`config.mk`:
```
export PLATFORM = sky130hd
export DESIGN_NAME = tsr_regfile
export DESIGN_NICKNAME = d
export VERILOG_FILES = /design/src/pkg/tsr_pkg.sv /design/src/verilog/tsr_result_pair.sv /design/src/verilog/tsr_split12.sv /design/src/verilog/tsr_regfile.sv
export SDC_FILE = /design/constraint.sdc
export NUM_CORES = 1
export LEC_CHECK = 0
export ABC_AREA = 1
export BUFFER_PORTS_ARGS = -buffer_cell sky130_fd_sc_hd__clkbuf_2
export CORE_MARGIN = 3
export CORE_UTILIZATION = 54
export DETAILED_ROUTE_END_ITERATION = 10
export GPL_TIMING_DRIVEN = 0
export HOLD_SLACK_MARGIN = 0.12
export PLACE_DENSITY = 0.8
export SETUP_SLACK_MARGIN = 0.4
export SYNTH_ARGS = -nofsm -noshare
export SYNTH_HDL_FRONTEND = slang
export SYNTH_SLANG_ARGS = --single-unit
```
`constraint.sdc`:
```
create_clock -name clk -period 4.8 [get_ports clk]
set_input_delay 0.24 -clock clk [delete_from_list [all_inputs] [get_ports clk]]
set_output_delay 0.24 -clock clk [all_outputs]
set_load 0.01 [all_outputs]
```
`src/pkg/tsr_pkg.sv`:
```
// Purpose: Shared constants and types of the temperature sensor register file
// Assumes: One 40 MHz clock; byte events come from a serial engine on that clock
// Notes:   Read and write indices differ for several registers
package tsr_pkg;

  // Read indices
  localparam logic [7:0] TSR_RD_LOCAL_HI      = 8'h00;
  localparam logic [7:0] TSR_RD_REMOTE_HI     = 8'h01;
  localparam logic [7:0] TSR_RD_STATUS        = 8'h02;
  localparam logic [7:0] TSR_RD_SETUP         = 8'h03;
  localparam logic [7:0] TSR_RD_INTERVAL      = 8'h04;
  localparam logic [7:0] TSR_RD_LOCAL_UB      = 8'h05;
  localparam logic [7:0] TSR_RD_LOCAL_LB      = 8'h06;
  localparam logic [7:0] TSR_RD_REMOTE_UB_MSB = 8'h07;
  localparam logic [7:0] TSR_RD_REMOTE_LB_MSB = 8'h08;
  localparam logic [7:0] TSR_RD_REMOTE_LO     = 8'h10;
  localparam logic [7:0] TSR_RD_LOCAL_LO      = 8'h15;
  localparam logic [7:0] TSR_RD_MAKER         = 8'hFE;

  // Write indices
  localparam logic [7:0] TSR_WR_SETUP         = 8'h09;
  localparam logic [7:0] TSR_WR_INTERVAL      = 8'h0A;
  localparam logic [7:0] TSR_WR_LOCAL_UB      = 8'h0B;
  localparam logic [7:0] TSR_WR_LOCAL_LB      = 8'h0C;
  localparam logic [7:0] TSR_WR_REMOTE_UB_MSB = 8'h0D;
  localparam logic [7:0] TSR_WR_REMOTE_LB_MSB = 8'h0E;
  localparam logic [7:0] TSR_WR_ONE_SHOT      = 8'h0F;

  // Indices shared by read and write
  localparam logic [7:0] TSR_IX_OFFSET_MSB    = 8'h11;
  localparam logic [7:0] TSR_IX_OFFSET_LSB    = 8'h12;
  localparam logic [7:0] TSR_IX_REMOTE_UB_LSB = 8'h13;
  localparam logic [7:0] TSR_IX_REMOTE_LB_LSB = 8'h14;
  localparam logic [7:0] TSR_IX_REMOTE_CRIT   = 8'h19;
  localparam logic [7:0] TSR_IX_LOCAL_CRIT    = 8'h20;
  localparam logic [7:0] TSR_IX_HYST          = 8'h21;
  localparam logic [7:0] TSR_IX_FAULT_CNT     = 8'h22;
  localparam logic [7:0] TSR_IX_IDEALITY      = 8'h23;
  localparam logic [7:0] TSR_IX_SMOOTH        = 8'h24;

  // Field positions
  localparam int TSR_SETUP_MASK_BIT  = 7;
  localparam int TSR_SETUP_SD_BIT    = 6;
  localparam int TSR_SETUP_PIN6_BIT  = 5;
  localparam int TSR_SETUP_RANGE_BIT = 2;
  localparam int TSR_FAULT_TO_BIT    = 7;

  // Values after reset
  localparam logic [7:0]  TSR_PTR_RST       = 8'h00;
  localparam logic [7:0]  TSR_SETUP_RST     = 8'h00;
  localparam logic [3:0]  TSR_INTERVAL_RST  = 4'h8;
  localparam logic [7:0]  TSR_LOCAL_UB_RST  = 8'h55;
  localparam logic [7:0]  TSR_LOCAL_LB_RST  = 8'h00;
  localparam logic [11:0] TSR_REMOTE_UB_RST = 12'h550;
  localparam logic [11:0] TSR_REMOTE_LB_RST = 12'h000;
  localparam logic [11:0] TSR_OFFSET_RST    = 12'h000;
  localparam logic [7:0]  TSR_CRIT_RST      = 8'h6E;
  localparam logic [7:0]  TSR_HYST_RST      = 8'h0A;
  localparam logic [3:0]  TSR_FAULT_RST     = 4'h0;
  localparam logic [7:0]  TSR_IDEALITY_RST  = 8'h00;
  localparam logic [1:0]  TSR_SMOOTH_RST    = 2'h0;
  localparam logic [11:0] TSR_RESULT_RST    = 12'h000;

  // Phase of a write transaction
  typedef enum logic [2:0] {
    TSR_IDLE = 3'b001,
    TSR_PTR  = 3'b010,
    TSR_DATA = 3'b100
  } tsr_wphase_e;

  // Converter result with its update strobe
  typedef struct packed {
    logic        upd;
    logic [11:0] value;
  } tsr_result_s;

  // Settings handed to the converter, comparators and pin logic
  typedef struct packed {
    logic        mask_alert;
    logic        shutdown;
    logic        pin6_critical_mode;
    logic        wide_range;
    logic [3:0]  interval;
    logic [7:0]  local_upper_bound_bits;
    logic [7:0]  local_lower_bound_bits;
    logic [11:0] remote_upper_bound_bits;
    logic [11:0] remote_lower_bound_bits;
    logic [11:0] remote_offset_bits;
    logic [7:0]  remote_critical_bits;
    logic [7:0]  local_critical_bits;
    logic [7:0]  hysteresis_bits;
    logic        bus_timeout_en;
    logic [2:0]  fault_count;
    logic [7:0]  ideality_bits;
    logic [1:0]  smoothing;
  } tsr_ctrl_s;

endpackage

```
`src/verilog/tsr_result_pair.sv`:
```
// Purpose: One temperature result split in a high byte and a low nibble
// Assumes: rd_hi, rd_lo and rd_other are one-cycle read pulses
// Notes:   Reading one half freezes the other until it or another register is read
`timescale 1ns/1ps
`default_nettype none
module tsr_result_pair (
  // Clock and reset
  input  wire logic                 clk,
  input  wire logic                 sys_rst,
  // Converter side
  input  wire tsr_pkg::tsr_result_s result,
  // Read events
  input  wire logic                 rd_hi,
  input  wire logic                 rd_lo,
  input  wire logic                 rd_other,
  // Register contents
  output logic [7:0]                hi_byte,
  output logic [7:0]                lo_byte
);
  logic [7:0] hi_reg, hi_next;
  logic [3:0] lo_reg, lo_next;
  logic       lock_lo_reg, lock_lo_next;
  logic       lock_hi_reg, lock_hi_next;

  always_comb begin
    lock_lo_next = lock_lo_reg;
    lock_hi_next = lock_hi_reg;
    if (rd_other) begin
      lock_lo_next = 1'b0; // RL11
      lock_hi_next = 1'b0; // RL11
    end else if (rd_hi) begin
      lock_lo_next = ~lock_hi_reg; // RL9
      lock_hi_next = 1'b0;
    end else if (rd_lo) begin
      lock_hi_next = ~lock_lo_reg; // RL10
      lock_lo_next = 1'b0;
    end
    hi_next = hi_reg;
    lo_next = lo_reg;
    // The freeze acts in the reading cycle so a same-cycle update cannot split the pair
    if (result.upd && !lock_hi_next) begin
      hi_next = result.value[11:4]; // RL8
    end
    if (result.upd && !lock_lo_next) begin
      lo_next = result.value[3:0]; // RL8
    end
  end

  always_ff @(posedge clk or posedge sys_rst) begin
    if (sys_rst) begin
      hi_reg      <= tsr_pkg::TSR_RESULT_RST[11:4]; // RL13
      lo_reg      <= tsr_pkg::TSR_RESULT_RST[3:0]; // RL13
      lock_lo_reg <= 1'b0;
      lock_hi_reg <= 1'b0;
    end else begin
      hi_reg      <= hi_next;
      lo_reg      <= lo_next;
      lock_lo_reg <= lock_lo_next;
      lock_hi_reg <= lock_hi_next;
    end
  end

  assign hi_byte = hi_reg;
  assign lo_byte = {lo_reg, 4'h0}; // RL7
endmodule
`default_nettype wire

```
`src/verilog/tsr_split12.sv`:
```
// Purpose: A 12-bit setting written as an upper byte and a low nibble
// Assumes: Write strobes are one-cycle pulses
// Notes:   Low nibble sits in bits 7 to 4 of its byte
`timescale 1ns/1ps
`default_nettype none
module tsr_split12 #(
  parameter logic [11:0] RST_VAL = 12'h000
) (
  // Clock and reset
  input  wire logic        clk,
  input  wire logic        sys_rst,
  // Write port
  input  wire logic        wr_msb,
  input  wire logic        wr_lsb,
  input  wire logic [7:0]  wdata,
  // Value
  output logic [11:0]      value
);
  logic [11:0] val_reg, val_next;

  always_comb begin
    val_next = val_reg;
    if (wr_msb) begin
      val_next[11:4] = wdata;
    end
    if (wr_lsb) begin
      val_next[3:0] = wdata[7:4];
    end
  end

  always_ff @(posedge clk or posedge sys_rst) begin
    if (sys_rst) begin
      val_reg <= RST_VAL;
    end else begin
      val_reg <= val_next;
    end
  end

  assign value = val_reg;
endmodule
`default_nettype wire

```
`src/verilog/tsr_regfile.sv`:
```
// Purpose: Index-addressed register file of a local and remote temperature sensor
// Assumes: A serial engine on clk reports write starts, bytes, stops and read requests
// Notes:   Converter, comparators and status logic live outside and meet here by strobes
//
// What this block does
// [RL1] An 8-bit index selects the register
// [RL2] Every write reloads the index; reads reuse it
// [RL3] Index clears to zero at reset
// [RL4] First write byte is index, rest data
// [RL5] Local result: high byte 00h, nibble 15h
// [RL6] Remote result: high byte 01h, nibble 10h
// [RL7] Low nibble holds sixteenths of a degree
// [RL8] Results read-only, updated by converter unless frozen
// [RL9] High byte read first freezes matching low byte
// [RL10] Low byte read first freezes high byte
// [RL11] Reading another register ends the freeze
// [RL12] Master reads high byte then low byte
// [RL13] Results reset to zero
// [RL14] Each data byte written to 0Fh starts one conversion
// [RL15] Remote upper bound 12 bits: 07/0D, 13
// [RL16] Remote lower bound 12 bits: 08/0E, 14
// [RL17] Remote offset 12 bits at 11, 12
// [RL18] Remote critical bound at 19, reset 6Eh
// [RL19] Local critical bound at 20, reset 6Eh
// [RL20] Local upper bound read 05, write 0B
// [RL21] Local lower bound read 06, write 0C, reset zero
// [RL22] Writes to non-writable indices change nothing
`timescale 1ns/1ps
`default_nettype none
module tsr_regfile #(
  // Arbitrary identification value
  parameter logic [7:0] MAKER_ID = 8'hA7
) (
  // Clock and reset
  input  wire logic                 clk,
  input  wire logic                 sys_rst,
  // Serial engine, write side
  input  wire logic                 wr_txn_start,
  input  wire logic                 wr_byte_valid,
  input  wire logic [7:0]           wr_byte_data,
  input  wire logic                 txn_stop,
  // Serial engine, read side
  input  wire logic                 rd_byte_req,
  output logic                      rd_byte_valid,
  output logic [7:0]                rd_byte_data,
  // Converter results
  input  wire tsr_pkg::tsr_result_s local_result_bits,
  input  wire tsr_pkg::tsr_result_s remote_result_bits,
  // Condition flags
  input  wire logic [7:0]           status_flags,
  output logic                      status_read,
  // Converter control
  output logic                      one_shot_start,
  output tsr_pkg::tsr_ctrl_s        ctrl,
  // Observation
  output logic [7:0]                index_value
);

  function automatic logic hit(input logic [7:0] ix, input logic [7:0] off);
    hit = (ix == off);
  endfunction

  // Write transaction phase and index
  tsr_pkg::tsr_wphase_e phase_reg, phase_next;
  logic [7:0]           ptr_reg, ptr_next;
  logic                 data_we;

  always_comb begin
    phase_next = phase_reg;
    ptr_next   = ptr_reg;
    data_we    = 1'b0;
    if (wr_txn_start) begin
      phase_next = tsr_pkg::TSR_PTR; // RL2
    end else if (txn_stop) begin
      phase_next = tsr_pkg::TSR_IDLE;
    end else if (wr_byte_valid) begin
      unique case (phase_reg)
        tsr_pkg::TSR_IDLE: begin
          phase_next = tsr_pkg::TSR_IDLE;
        end
        tsr_pkg::TSR_PTR: begin
          ptr_next   = wr_byte_data; // RL4
          phase_next = tsr_pkg::TSR_DATA;
        end
        tsr_pkg::TSR_DATA: begin
          data_we    = 1'b1; // RL4
        end
        default: begin
          phase_next = tsr_pkg::TSR_IDLE;
        end
      endcase
    end
  end

  always_ff @(posedge clk or posedge sys_rst) begin
    if (sys_rst) begin
      phase_reg <= tsr_pkg::TSR_IDLE;
      ptr_reg   <= tsr_pkg::TSR_PTR_RST; // RL3
    end else begin
      phase_reg <= phase_next;
      ptr_reg   <= ptr_next; // RL1
    end
  end

  // Write strobes per index; an index with no write function gets none
  logic we_setup, we_interval, we_local_ub, we_local_lb;
  logic we_rub_msb, we_rlb_msb, we_one_shot;
  logic we_off_msb, we_off_lsb, we_rub_lsb, we_rlb_lsb;
  logic we_rcrit, we_lcrit, we_hyst, we_fault, we_ideal, we_smooth;

  always_comb begin
    we_setup    = data_we && hit(ptr_reg, tsr_pkg::TSR_WR_SETUP); // RL22
    we_interval = data_we && hit(ptr_reg, tsr_pkg::TSR_WR_INTERVAL);
    we_local_ub = data_we && hit(ptr_reg, tsr_pkg::TSR_WR_LOCAL_UB); // RL20
    we_local_lb = data_we && hit(ptr_reg, tsr_pkg::TSR_WR_LOCAL_LB); // RL21
    we_rub_msb  = data_we && hit(ptr_reg, tsr_pkg::TSR_WR_REMOTE_UB_MSB); // RL15
    we_rlb_msb  = data_we && hit(ptr_reg, tsr_pkg::TSR_WR_REMOTE_LB_MSB); // RL16
    we_one_shot = data_we && hit(ptr_reg, tsr_pkg::TSR_WR_ONE_SHOT); // RL14
    we_off_msb  = data_we && hit(ptr_reg, tsr_pkg::TSR_IX_OFFSET_MSB); // RL17
    we_off_lsb  = data_we && hit(ptr_reg, tsr_pkg::TSR_IX_OFFSET_LSB); // RL17
    we_rub_lsb  = data_we && hit(ptr_reg, tsr_pkg::TSR_IX_REMOTE_UB_LSB); // RL15
    we_rlb_lsb  = data_we && hit(ptr_reg, tsr_pkg::TSR_IX_REMOTE_LB_LSB); // RL16
    we_rcrit    = data_we && hit(ptr_reg, tsr_pkg::TSR_IX_REMOTE_CRIT); // RL18
    we_lcrit    = data_we && hit(ptr_reg, tsr_pkg::TSR_IX_LOCAL_CRIT); // RL19
    we_hyst     = data_we && hit(ptr_reg, tsr_pkg::TSR_IX_HYST);
    we_fault    = data_we && hit(ptr_reg, tsr_pkg::TSR_IX_FAULT_CNT);
    we_ideal    = data_we && hit(ptr_reg, tsr_pkg::TSR_IX_IDEALITY);
    we_smooth   = data_we && hit(ptr_reg, tsr_pkg::TSR_IX_SMOOTH);
  end

  // Byte-wide settings
  logic [7:0] setup_reg, setup_next;
  logic [3:0] interval_reg, interval_next;
  logic [7:0] local_ub_reg, local_ub_next;
  logic [7:0] local_lb_reg, local_lb_next;
  logic [7:0] rcrit_reg, rcrit_next;
  logic [7:0] lcrit_reg, lcrit_next;
  logic [7:0] hyst_reg, hyst_next;
  logic [3:0] fault_reg, fault_next;
  logic [7:0] ideal_reg, ideal_next;
  logic [1:0] smooth_reg, smooth_next;
  logic       one_shot_reg, one_shot_next;

  always_comb begin
    setup_next    = setup_reg;
    interval_next = interval_reg;
    local_ub_next = local_ub_reg;
    local_lb_next = local_lb_reg;
    rcrit_next    = rcrit_reg;
    lcrit_next    = lcrit_reg;
    hyst_next     = hyst_reg;
    fault_next    = fault_reg;
    ideal_next    = ideal_reg;
    smooth_next   = smooth_reg;
    one_shot_next = we_one_shot; // RL14
    if (we_setup) begin
      // Reserved bits are forced low since they must always be zero
      setup_next = 8'h00;
      setup_next[tsr_pkg::TSR_SETUP_MASK_BIT]  = wr_byte_data[tsr_pkg::TSR_SETUP_MASK_BIT];
      setup_next[tsr_pkg::TSR_SETUP_SD_BIT]    = wr_byte_data[tsr_pkg::TSR_SETUP_SD_BIT];
      setup_next[tsr_pkg::TSR_SETUP_PIN6_BIT]  = wr_byte_data[tsr_pkg::TSR_SETUP_PIN6_BIT];
      setup_next[tsr_pkg::TSR_SETUP_RANGE_BIT] = wr_byte_data[tsr_pkg::TSR_SETUP_RANGE_BIT];
    end
    if (we_interval) begin
      interval_next = wr_byte_data[3:0];
    end
    if (we_local_ub) begin
      local_ub_next = wr_byte_data; // RL20
    end
    if (we_local_lb) begin
      local_lb_next = wr_byte_data; // RL21
    end
    if (we_rcrit) begin
      rcrit_next = wr_byte_data; // RL18
    end
    if (we_lcrit) begin
      lcrit_next = wr_byte_data; // RL19
    end
    if (we_hyst) begin
      hyst_next = wr_byte_data;
    end
    if (we_fault) begin
      // Timeout enable in bit 7, count in bits 3 to 1; bit 0 is fixed high
      fault_next = {wr_byte_data[tsr_pkg::TSR_FAULT_TO_BIT], wr_byte_data[3:1]};
    end
    if (we_ideal) begin
      ideal_next = wr_byte_data;
    end
    if (we_smooth) begin
      smooth_next = wr_byte_data[1:0];
    end
  end

  always_ff @(posedge clk or posedge sys_rst) begin
    if (sys_rst) begin
      setup_reg    <= tsr_pkg::TSR_SETUP_RST;
      interval_reg <= tsr_pkg::TSR_INTERVAL_RST;
      local_ub_reg <= tsr_pkg::TSR_LOCAL_UB_RST;
      local_lb_reg <= tsr_pkg::TSR_LOCAL_LB_RST; // RL21
      rcrit_reg    <= tsr_pkg::TSR_CRIT_RST; // RL18
      lcrit_reg    <= tsr_pkg::TSR_CRIT_RST; // RL19
      hyst_reg     <= tsr_pkg::TSR_HYST_RST;
      fault_reg    <= tsr_pkg::TSR_FAULT_RST;
      ideal_reg    <= tsr_pkg::TSR_IDEALITY_RST;
      smooth_reg   <= tsr_pkg::TSR_SMOOTH_RST;
      one_shot_reg <= 1'b0;
    end else begin
      setup_reg    <= setup_next;
      interval_reg <= interval_next;
      local_ub_reg <= local_ub_next;
      local_lb_reg <= local_lb_next;
      rcrit_reg    <= rcrit_next;
      lcrit_reg    <= lcrit_next;
      hyst_reg     <= hyst_next;
      fault_reg    <= fault_next;
      ideal_reg    <= ideal_next;
      smooth_reg   <= smooth_next;
      one_shot_reg <= one_shot_next;
    end
  end

  // Twelve-bit remote settings
  logic [11:0] rub_val, rlb_val, off_val;

  tsr_split12 #(
    .RST_VAL (tsr_pkg::TSR_REMOTE_UB_RST)
  ) u_remote_ub (
    .clk     (clk),
    .sys_rst (sys_rst),
    .wr_msb  (we_rub_msb),
    .wr_lsb  (we_rub_lsb),
    .wdata   (wr_byte_data),
    .value   (rub_val)
  );

  tsr_split12 #(
    .RST_VAL (tsr_pkg::TSR_REMOTE_LB_RST)
  ) u_remote_lb (
    .clk     (clk),
    .sys_rst (sys_rst),
    .wr_msb  (we_rlb_msb),
    .wr_lsb  (we_rlb_lsb),
    .wdata   (wr_byte_data),
    .value   (rlb_val)
  );

  tsr_split12 #(
    .RST_VAL (tsr_pkg::TSR_OFFSET_RST)
  ) u_remote_off (
    .clk     (clk),
    .sys_rst (sys_rst),
    .wr_msb  (we_off_msb),
    .wr_lsb  (we_off_lsb),
    .wdata   (wr_byte_data),
    .value   (off_val)
  );

  // Read events seen by the result pairs
  logic rd_l_hi, rd_l_lo, rd_r_hi, rd_r_lo;
  logic rd_l_other, rd_r_other;

  always_comb begin
    rd_l_hi    = rd_byte_req && hit(ptr_reg, tsr_pkg::TSR_RD_LOCAL_HI);
    rd_l_lo    = rd_byte_req && hit(ptr_reg, tsr_pkg::TSR_RD_LOCAL_LO);
    rd_r_hi    = rd_byte_req && hit(ptr_reg, tsr_pkg::TSR_RD_REMOTE_HI);
    rd_r_lo    = rd_byte_req && hit(ptr_reg, tsr_pkg::TSR_RD_REMOTE_LO);
    rd_l_other = rd_byte_req && !rd_l_hi && !rd_l_lo; // RL11
    rd_r_other = rd_byte_req && !rd_r_hi && !rd_r_lo; // RL11
  end

  logic [7:0] l_hi, l_lo, r_hi, r_lo;

  tsr_result_pair u_local (
    .clk      (clk),
    .sys_rst  (sys_rst),
    .result   (local_result_bits),
    .rd_hi    (rd_l_hi),
    .rd_lo    (rd_l_lo),
    .rd_other (rd_l_other),
    .hi_byte  (l_hi),
    .lo_byte  (l_lo)
  );

  tsr_result_pair u_remote (
    .clk      (clk),
    .sys_rst  (sys_rst),
    .result   (remote_result_bits),
    .rd_hi    (rd_r_hi),
    .rd_lo    (rd_r_lo),
    .rd_other (rd_r_other),
    .hi_byte  (r_hi),
    .lo_byte  (r_lo)
  );

  // Read data; unmapped and write-only indices answer zero
  logic [7:0] rd_mux;
  logic [7:0] rd_data_reg, rd_data_next;
  logic       rd_valid_reg, rd_valid_next;
  logic       stat_rd_reg, stat_rd_next;

  always_comb begin
    unique case (ptr_reg)
      tsr_pkg::TSR_RD_LOCAL_HI:      rd_mux = l_hi; // RL5
      tsr_pkg::TSR_RD_LOCAL_LO:      rd_mux = l_lo; // RL5
      tsr_pkg::TSR_RD_REMOTE_HI:     rd_mux = r_hi; // RL6
      tsr_pkg::TSR_RD_REMOTE_LO:     rd_mux = r_lo; // RL6
      tsr_pkg::TSR_RD_STATUS:        rd_mux = status_flags;
      tsr_pkg::TSR_RD_SETUP:         rd_mux = setup_reg;
      tsr_pkg::TSR_RD_INTERVAL:      rd_mux = {4'h0, interval_reg};
      tsr_pkg::TSR_RD_LOCAL_UB:      rd_mux = local_ub_reg; // RL20
      tsr_pkg::TSR_RD_LOCAL_LB:      rd_mux = local_lb_reg; // RL21
      tsr_pkg::TSR_RD_REMOTE_UB_MSB: rd_mux = rub_val[11:4]; // RL15
      tsr_pkg::TSR_RD_REMOTE_LB_MSB: rd_mux = rlb_val[11:4]; // RL16
      tsr_pkg::TSR_IX_OFFSET_MSB:    rd_mux = off_val[11:4]; // RL17
      tsr_pkg::TSR_IX_OFFSET_LSB:    rd_mux = {off_val[3:0], 4'h0}; // RL17
      tsr_pkg::TSR_IX_REMOTE_UB_LSB: rd_mux = {rub_val[3:0], 4'h0}; // RL15
      tsr_pkg::TSR_IX_REMOTE_LB_LSB: rd_mux = {rlb_val[3:0], 4'h0}; // RL16
      tsr_pkg::TSR_IX_REMOTE_CRIT:   rd_mux = rcrit_reg; // RL18
      tsr_pkg::TSR_IX_LOCAL_CRIT:    rd_mux = lcrit_reg; // RL19
      tsr_pkg::TSR_IX_HYST:          rd_mux = hyst_reg;
      tsr_pkg::TSR_IX_FAULT_CNT:     rd_mux = {fault_reg[3], 3'h0, fault_reg[2:0], 1'b1};
      tsr_pkg::TSR_IX_IDEALITY:      rd_mux = ideal_reg;
      tsr_pkg::TSR_IX_SMOOTH:        rd_mux = {6'h00, smooth_reg};
      tsr_pkg::TSR_RD_MAKER:         rd_mux = MAKER_ID;
      default:                       rd_mux = 8'h00;
    endcase
    rd_valid_next = rd_byte_req;
    stat_rd_next  = rd_byte_req && hit(ptr_reg, tsr_pkg::TSR_RD_STATUS);
    rd_data_next  = rd_byte_req ? rd_mux : rd_data_reg; // RL2
  end

  always_ff @(posedge clk or posedge sys_rst) begin
    if (sys_rst) begin
      rd_data_reg  <= 8'h00;
      rd_valid_reg <= 1'b0;
      stat_rd_reg  <= 1'b0;
    end else begin
      rd_data_reg  <= rd_data_next;
      rd_valid_reg <= rd_valid_next;
      stat_rd_reg  <= stat_rd_next;
    end
  end

  // Outputs
  always_comb begin
    ctrl.mask_alert              = setup_reg[tsr_pkg::TSR_SETUP_MASK_BIT];
    ctrl.shutdown                = setup_reg[tsr_pkg::TSR_SETUP_SD_BIT];
    ctrl.pin6_critical_mode      = setup_reg[tsr_pkg::TSR_SETUP_PIN6_BIT];
    ctrl.wide_range              = setup_reg[tsr_pkg::TSR_SETUP_RANGE_BIT];
    ctrl.interval                = interval_reg;
    ctrl.local_upper_bound_bits  = local_ub_reg;
    ctrl.local_lower_bound_bits  = local_lb_reg;
    ctrl.remote_upper_bound_bits = rub_val;
    ctrl.remote_lower_bound_bits = rlb_val;
    ctrl.remote_offset_bits      = off_val;
    ctrl.remote_critical_bits    = rcrit_reg;
    ctrl.local_critical_bits     = lcrit_reg;
    ctrl.hysteresis_bits         = hyst_reg;
    ctrl.bus_timeout_en          = fault_reg[3];
    ctrl.fault_count             = fault_reg[2:0];
    ctrl.ideality_bits           = ideal_reg;
    ctrl.smoothing               = smooth_reg;
  end

  assign rd_byte_valid  = rd_valid_reg;
  assign rd_byte_data   = rd_data_reg;
  assign status_read    = stat_rd_reg;
  assign one_shot_start = one_shot_reg;
  assign index_value    = ptr_reg;

endmodule
`default_nettype wire

```
Word level (Yosys, flattened, before mapping):

Cells that the tools add are included.

* bitwise gates (word level): 6
* multiply operators: 0
* add/subtract/negate cells: 0
* reductions and logical operators: 42
* $lt $le $gt $ge: 0
* multiplexer cells: 21
* equal/unequal tests: 31
* shift operators: 0
* divide/modulo/power cells: 0

Operator list (number)
* $pmux W8 S22: 1
* $eq A8 B4 Y1 const B: 8
* $eq A8 B5 Y1 const B: 7
* $eq A8 B6 Y1 const B: 5
* $eq A8 B3 Y1 const B: 4
* $logic_and A1 B1 Y1: 30
* $eq A8 B2 Y1 const B: 2
* $mux W1: 16
* $mux W3: 3
* $eq A8 B1 Y1 const B: 1
* $eq A8 B8 Y1 const B: 1
* $logic_not A1 Y1: 8
* $logic_not A8 Y1: 1
* $not A1 Y1: 6
* $pmux W3 S2: 1
* $reduce_and A4 Y1: 1
* $eq A3 B2 Y1 const B: 1
* $eq A3 B3 Y1 const B: 1
* $ne A3 B3 Y1 const B: 1
* $reduce_bool A3 Y1: 1
* $reduce_and A2 Y1: 1

* register bits after elaboration: 148
* memories kept: 0
* ROM bits: 0
* RAM bits: 0
* bits in latches: 0

Depth between registers and ports, before layout:

Gate-level depths: netlist of the first run.

* word-level depth: 8
* mapped depth: 12
* depth with buffers taken out: 12

By module:

A second synthesis of the first run with hierarchy kept.

* cell total of the unflattened synthesis: 960
* area total of the unflattened synthesis: 7274.5 um2

By module, submodules not included
* tsr_regfile: seq. area each 2124.5 um2, area each 4636.9 um2, times used 1, cells each 660
* tsr_result_pair: seq. area each 350.3 um2, area each 629.4 um2, times used 2, cells each 72
* tsr_split12 at u_remote_lb ...: seq. area each 300.3 um2, area each 457.9 um2, times used 2, cells each 52
* tsr_split12 at u_remote_ub: seq. area each 305.3 um2, area each 462.9 um2, times used 1, cells each 52

Worst setup path before layout of the first run:

OpenSTA, ideal clock, no wires.

* path kind: register -> register
* start point: reg ptr_reg[2] (netlist: index_value[2])
* end point: reg lcrit_reg[7]
* cell stages (with the launch flop): 8
* library setup time: 0.133 ns
* setup slack: 3.167 ns
* arrival time: 1.500 ns
* cell sequence: dfrtp_1 -> nor2_4 -> nand2_2 -> nor2_2 -> nand2_1 -> buf_2 -> nand2_1 -> o21ai_0

* longest elaborated chain between the ends: 2

Ends and longest elaborated chain
* from (decl): line tsr_regfile.sv:65 `logic [7:0] ptr_reg, ptr_next;`
* from (signal assigned): line tsr_regfile.sv:98 `ptr_reg <= tsr_pkg::TSR_PTR_RST;`
* from (signal assigned): line tsr_regfile.sv:101 `ptr_reg <= ptr_next;`
* $eq A8 B6 Y1: line tsr_regfile.sv:60 `hit = (ix == off);`
* $logic_and A1 B1 Y1: line tsr_regfile.sv:124 `we_lcrit = data_we && hit(ptr_reg, tsr_pkg::TSR_IX_LOCAL_CRIT);`
* to (signal assigned): line tsr_regfile.sv:201 `lcrit_reg <= tsr_pkg::TSR_CRIT_RST;`
* to (signal assigned): line tsr_regfile.sv:213 `lcrit_reg <= lcrit_next;`
* to (decl): line tsr_regfile.sv:137 `logic [7:0] lcrit_reg, lcrit_next;`

Every way passes these cells.
A chain may end at the register's enable or synchronous reset.

Worst setup path after layout of the first run:

* start point: reg ptr_reg[5] (netlist: index_value[5])
* end point: reg u_local.lo_reg[3]

* longest elaborated chain between the ends: 8

Ends and longest elaborated chain
* parallel branches: the longest is 5 deep, another holds $eq A8 B5 Y1
* $mux W1 (*): line tsr_result_pair.sv:28 `if (rd_other) begin`
* $logic_not A1 Y1 (*): line tsr_result_pair.sv:44 `if (result.upd && !lock_lo_next) begin`
* $logic_and A1 B1 Y1 (*): line tsr_result_pair.sv:44
* to (signal assigned): line tsr_result_pair.sv:52 `lo_reg <= tsr_pkg::TSR_RESULT_RST[3:0];`
* to (signal assigned): line tsr_result_pair.sv:57 `lo_reg <= lo_next;`
* to (decl): line tsr_result_pair.sv:21 `logic [3:0] lo_reg, lo_next;`

Every way passes the cells marked *.

==> results of run 1 <==
==> kinds of logic after synthesis <==
kind of cell	count (synthesis)	share of synthesized area (%)
simple gates	534	33.62
mux	1	0.1608
buf+inv	81	4.468
flops	148	53.30
compound gates	117	8.454
==> worst max-delay path, cell delays in order, from the launching register on <==
cell	delay, ns
dfrtp_1	0.47
inv_2	0.10
nand2_1	0.07
nor2_2	0.46
nand2_2	0.14
nand3_1	0.20
nand3_2	0.18
nand3_1	0.11
dlygate4sd3_1	0.57
nand2_1	0.06
==> layout by cell type (no fill, tap or decap), drive strengths merged <==
cell / synthesis / layout
a21oi: 2 / 2
dfrtp: 126 / 126
nand3: 97 / 97
dfstp: 22 / 22
clkinvlp: 0 / 3
o21bai: 1 / 1
nor3: 4 / 4
and3: 1 / 1
o21ai: 114 / 114
inv: 54 / 54
nor4: 1 / 1
buf: 7 / 8
dlygate4sd3: 0 / 32
clkinv: 0 / 7
clkbuf: 20 / 203
nor2: 69 / 69
nand2: 352 / 352
mux2: 1 / 1
nand4: 10 / 10
bufinv: 0 / 3
==> worst paths after layout <==
path / start / to / cells after the start
worst max register to register: index_value[5]$_DFFE_PP0P_ / u_local.lo_reg[3]$_DFFE_PP0P_ / 9
worst min register to register: u_local.hi_byte[0]$_DFFE_PP0P_ / u_local.hi_byte[0]$_DFFE_PP0P_ / 2
max in group asynchronous: sys_rst / rcrit_reg[3]$_DFFE_PP1P_ / 4
worst min-delay path: wr_byte_data[0] / local_lb_reg[0]$_DFFE_PP0P_ / 3
min in group asynchronous: sys_rst / index_value[7]$_DFFE_PP0P_ / 3
worst max-delay path: index_value[5]$_DFFE_PP0P_ / u_local.lo_reg[3]$_DFFE_PP0P_ / 9
==> power breakdown <==
group	switching, mW	total [mW]	leakage, nW	internal [mW]
Combinational	0.363	0.513	2.46	0.151
Sequential	0.0695	1.38	1.93	1.31
Clock	0.526	1.35	0.289	0.828
==> cell type report <==
cell class / count / area share (%)
Buffer: 27 / 1.225
Clock buffer: 19 / 4.929
Clock inverter: 13 / 1.768
Inverter: 54 / 2.311
Multi-Input combinational cell: 652 / 32.90
Sequential cell: 148 / 41.52
Tap cell: 168 / 2.339
Timing Repair Buffer: 197 / 13.00
==> stage by stage <==
stage	TNS (ns)	utilization (%)	hold WS [ns]	power [mW]	instance area (µm²)
3_3_place_gp	-117.28	64.97	0.4544	1.866	8031
2_1_floorplan	0	-	0.2714	1.698	7000
3_5_place_dp	0	65.23	0.3987	1.874	8064
6_report	0	72.69	0.1426	3.246	8986
5_1_grt	0	72.69	0.1621	3.355	8986
4_1_cts	0	72.69	0.1279	3.235	8986
==> routing by layer <==
metal / routed length [µm] / track usage [%] / up-vias
li1: - / - / 3292
met1: 9597 / 47.22 / 3364
met2: 10690 / 51.62 / 474
met3: 2598 / 7.304 / 67
met4: 866 / 14.24 / 0
met5: 0 / 0 / -
==> timing repair <==
| item | in CTS | in global routing |
|---|---|---|
| gates resized for setup | 0 | 0 |
| hold buffers | 32 | 0 |
| endpoints found under the hold margin | 111 | 0 |
==> cell usage after synthesis <==
master / instances / area share, %
dfstp_2: 22 / 8.3
nand2_4: 4 / 0.64
and3_1: 1 / 0.089
inv_2: 5 / 0.27
dfrtp_1: 126 / 45
inv_1: 49 / 2.6
nor2_4: 7 / 1.1
nor4_1: 1 / 0.089
nor2_1: 52 / 2.8
mux2_2: 1 / 0.16
nand2_1: 343 / 18
clkbuf_1: 20 / 1.1
a21oi_1: 2 / 0.14
nor3_1: 4 / 0.29
nand3_2: 4 / 0.57
o21ai_0: 113 / 8.1
nor2_8: 2 / 0.57
nand3_1: 91 / 6.5
nand2_2: 5 / 0.45
nor2_2: 8 / 0.71
buf_2: 7 / 0.50
o21bai_1: 1 / 0.11
o21ai_2: 1 / 0.13
nand3_4: 2 / 0.50
nand4_1: 10 / 0.89
==> metrics, run 1 <==
max-slew violation count 0; Final nets 1,145; Clock transition at path regs 0.06 ns; syn nets between 900 and 1,000; Iteration-0 DRC Markers 899; maxcap violations 0; outcome finished, final reports clean; Die Ht 119.9 µm; CTS Buf Count 17; FF/Latch Area 3731 µm²; Post-DRT Antenna Nets 0; synthesized area 7000 µm²; Filler cells 982; Finish-stage setup viols 0; initial antenna violation count 0; CP Data Required Time 5.12 ns; drt via density around 5.6; unrepaired setup endpoints after global routing false; Data arrival, critical path about 2.8 ns; Netlist cell types 25; Final Worst Setup Slack 2.324 ns; clk buf depth 2; die area 14,370 µm²; post-placement cell count 1,214; TritonCTS clock tree yes; Initial Util 56.63%; boundary pin count approximately 170; Yosys warning count 0; row count 40; fmax 403.9 MHz; sequential area share after synthesis 53.30%; n_diodes 0; non-filler cells in the finished layout 1,278; drt first pass iters 6; clk_lat worst skew 0.43 ns; Worst-Margin Slew a little under 0.9 ns; area of the multi-input gates 2957 µm²; worst-path fanout max 10; total congestion overflow 0; Mean Syn Cell Area 7.946 µm²; endpoints failing hold 0; Die X 119.9 µm; final WL 23,750 µm; crit start category register; largest net degree at the start of global routing 79; IO Port Bufs 164; cell count after synthesis between 800 and 900; minimum clock period about 2.5 ns; GRT Resource Usage Total 33.87%; worst min path class in2reg; Core Region 12,360 µm²; CTS H-Tree Depth 4; drt drc 0; skew final 0.008943 ns; clk root buf clkbuf_16; fin crit share 51.58%; layout cells sized above 1 23.87%; placer congestion estimate 0.9339; post-DP HPWL 16,740 µm; average wire per standard cell around 19 µm; worst vdd ir 0.0002368 V; Layout Area Growth over Synthesis 28.36%; CTS sink cnt between 100 and 150; Post-CTS Setup Repair Bufs 0; critical path class reg2reg; R2R Setup Slk between 2 and 2.5 ns; Crit. End Element register; Power Density 361.2 nW/µm²; Leak about 4.7 nW; #FFs+latches synth 148; first-pass GRT wire length ~37,000 µm; vias in the first global route 6,703; pre-CTS WS 2.705 ns; Slew headroom between 40% and 50%; vias 7,197
(Power assumes the default switching activity.)
==> run 2, diff against run 1 <==
clock period = 2.4 ns   (was 4.8 ns; I/O delays follow)
==> metrics, run 2 (synthesized netlist as in run 1, its figures left out) <==
Data arrival, critical path 2.32 ns (-0.48 ns); most frequent cells in the layout 338 x nand2_1, 167 x clkbuf_2, 119 x dfrtp_1; TritonCTS clock tree yes; worst-path fanout max 5 (-5); IO Port Bufs 164 (unchanged); worst min path class in2reg; Layout Area Growth over Synthesis 34.71%; R2R Setup Slk 0.40 ns (-1.92 ns); worst vdd ir 0.0004150 V (+75%); Crit path largest cell delay 0.46 ns (-0.11 ns); CTS sink cnt 148 (unchanged); Die X 119.9 µm (unchanged); Final nets 1,174 (+2.5%); Clock transition at path regs 0.06 ns (about the same); clk_lat worst skew 0.43 ns (about the same); crit start category register; clk buf depth 2 (unchanged); Reg-to-Reg End rd_byte_data[4]$_DFFE_PP0P_; Crit. End Element register; CP Buf/Inv Count 3 (+1); Finish-stage setup viols 0 (unchanged); n_diodes 0 (unchanged); post-placement cell count 1,216 (+0.16%); hold path depth 7 (+4); clk root buf clkbuf_16; delay-heaviest family, CP simple AND/OR/NAND/NOR gates; design area 9430 µm² (+4.9%); WHS Endpoint rd_byte_data[6]$_DFFE_PP0P_; outcome finished, final reports clean; vias in the first global route 7,049 (+5.2%); drt first pass iters 6 (unchanged); worst r2r src index_value[7]$_DFFE_PP0P_; average wire per standard cell 19.16 µm (+3.1%); Power Density 731.4 nW/µm² (+100%); CTS H-Tree Depth 4 (unchanged); most common cell after layout, fill and taps aside nand2_1; GRT Resource Usage Total 35.01% (+1.1 points); placer congestion estimate 0.9532 (+2.1%); first-pass GRT wire length 38,290 µm (+3.6%); die area 14,370 µm² (unchanged); Initial Util 56.63% (unchanged); CTS Buf Count 17 (unchanged); Leak 4.855 nW (+3.9%); unrepaired setup endpoints after global routing true; Worst Hold Launch status_flags[6]; critical path class reg2reg; Core Region 12,360 µm² (unchanged); total congestion overflow 0 (unchanged); final WL 25,040 µm (+5.4%); skew final 0.008217 ns (-0.0007265 ns); worst reg2reg path depth 12 (+3); drt drc 0 (unchanged); Slowest-stage cell, CP dfrtp_1; fmax 500.6 MHz (+24%); Slew headroom 40.04% (-1.1 points); critical-path cell list nor2_4, buf_4, nand3_4, buf_4, nor2_4, buf_4, nand2_1, nand3_1, nor2_1, nand3_1, nand2_1, nand2_1; drt via density 5.702 (+1.3%); largest net degree at the start of global routing 45 (-43%); Area after DPL 8095 µm² (+0.39%); CP Data Required Time 2.72 ns (-2.40 ns); boundary pin count 165 (unchanged); vias 7,453 (+3.6%); non-filler cells in the finished layout 1,307 (+2.3%); Post-DRT Antenna Nets 0 (unchanged); minimum clock period 1.998 ns (-0.4783 ns); max-slew violation count 0 (unchanged); Die Ht 119.9 µm (unchanged); row count 40 (unchanged); Worst-Margin Slew 0.8975 ns (+0.01744 ns); post-layout util 76.29% (+3.6 points); post-DP HPWL 17,040 µm (+1.8%); Iteration-0 DRC Markers 890 (-1.0%); layout cells sized above 1 27.39% (+3.5 points); Levels on crit path 12 (+3); maxcap violations 0 (unchanged); fin crit share 83.24% (+32 points); initial antenna violation count 0 (unchanged); endpoints failing hold 0 (unchanged)
==> run 2: repair_timing <==
| item | CTS | global route |
|---|---|---|
| setup endpoints to repair | 58 | 103 |
| hold endpoints to repair | 95 | 0 |
| pin swaps | 1 | 6 |
| hold buffers | 41 | 0 |
| cloned | 0 | 1 |
| buffers inserted | 1 | 16 |
| resized for setup | 8 | 42 |
==> run 2: through the flow <==
step | power (mW) | setup WS (ns) | setup TNS (ns) | hold WS, ns
global placement | 3.728 | -0.4167 | -51.11 | 0.3468
detailed placement | 3.753 | 0.2288 | 0 | 0.3232
CTS | 6.664 | 0.3887 | 0 | 0.1361
floorplan | 3.397 | 0.4370 | 0 | 0.1514
finish | 6.897 | 0.4023 | 0 | 0.1432
global route | 7.122 | 0.3640 | 0 | 0.1974
==> run 2: worst max-delay path by stage <==
stage,endpoint,start,slack (ns)
floorplan,fault_reg[0]$_DFFE_PP0P_,sys_rst,0.44
global placement,u_local.hi_byte[2]$_DFFE_PP0P_,sys_rst,-0.42
detailed placement,hyst_reg[0]$_DFFE_PP0P_,phase_reg[1]$_DFFE_PP0P_,0.23
CTS,u_remote.hi_byte[4]$_DFFE_PP0P_,index_value[0]$_DFFE_PP0P_,0.39
global route,hyst_reg[5]$_DFFE_PP0P_,index_value[6]$_DFFE_PP0P_,0.36
finish,rd_byte_data[4]$_DFFE_PP0P_,index_value[7]$_DFFE_PP0P_,0.40
==> run 2: power by group <==
group	internal [mW]	switching, mW	leakage, nW
clock network	1.85	1.04	0.310
registers	2.63	0.155	1.92
logic	0.408	0.818	2.63
total	4.88	2.01	4.85
==> run 2: worst register-to-register path, stage by stage (launching register included) <==
cell and delay (ns):
dfrtp_1 0.46, nor2_4 0.07, buf_4 0.15, nand3_4 0.10, buf_4 0.17, nor2_4 0.05, buf_4 0.15, nand2_1 0.07
nand3_1 0.13, nor2_1 0.28, nand3_1 0.12, nand2_1 0.09, nand2_1 0.05
==> run 2: final cells by class <==
| class | instances | area (µm²) |
|---|---|---|
| clock inverter | 8 | 146.4 |
| inverter | 54 | 206.4 |
| timing repair buffer | 225 | 1431 |
| buffer | 27 | 125.1 |
| fill | 936 | 2932 |
| multi-input combinational | 653 | 3079 |
| clock buffer | 24 | 491.7 |
| sequential | 148 | 3740 |
| tap | 168 | 210.2 |
==> run 2: routing by layer <==
layer  GRT usage (%)  wire length [µm]
met1           47.59              9726
met2           54.48             11510
met3           7.069              2754
met4           16.03              1042
met5               0                 0
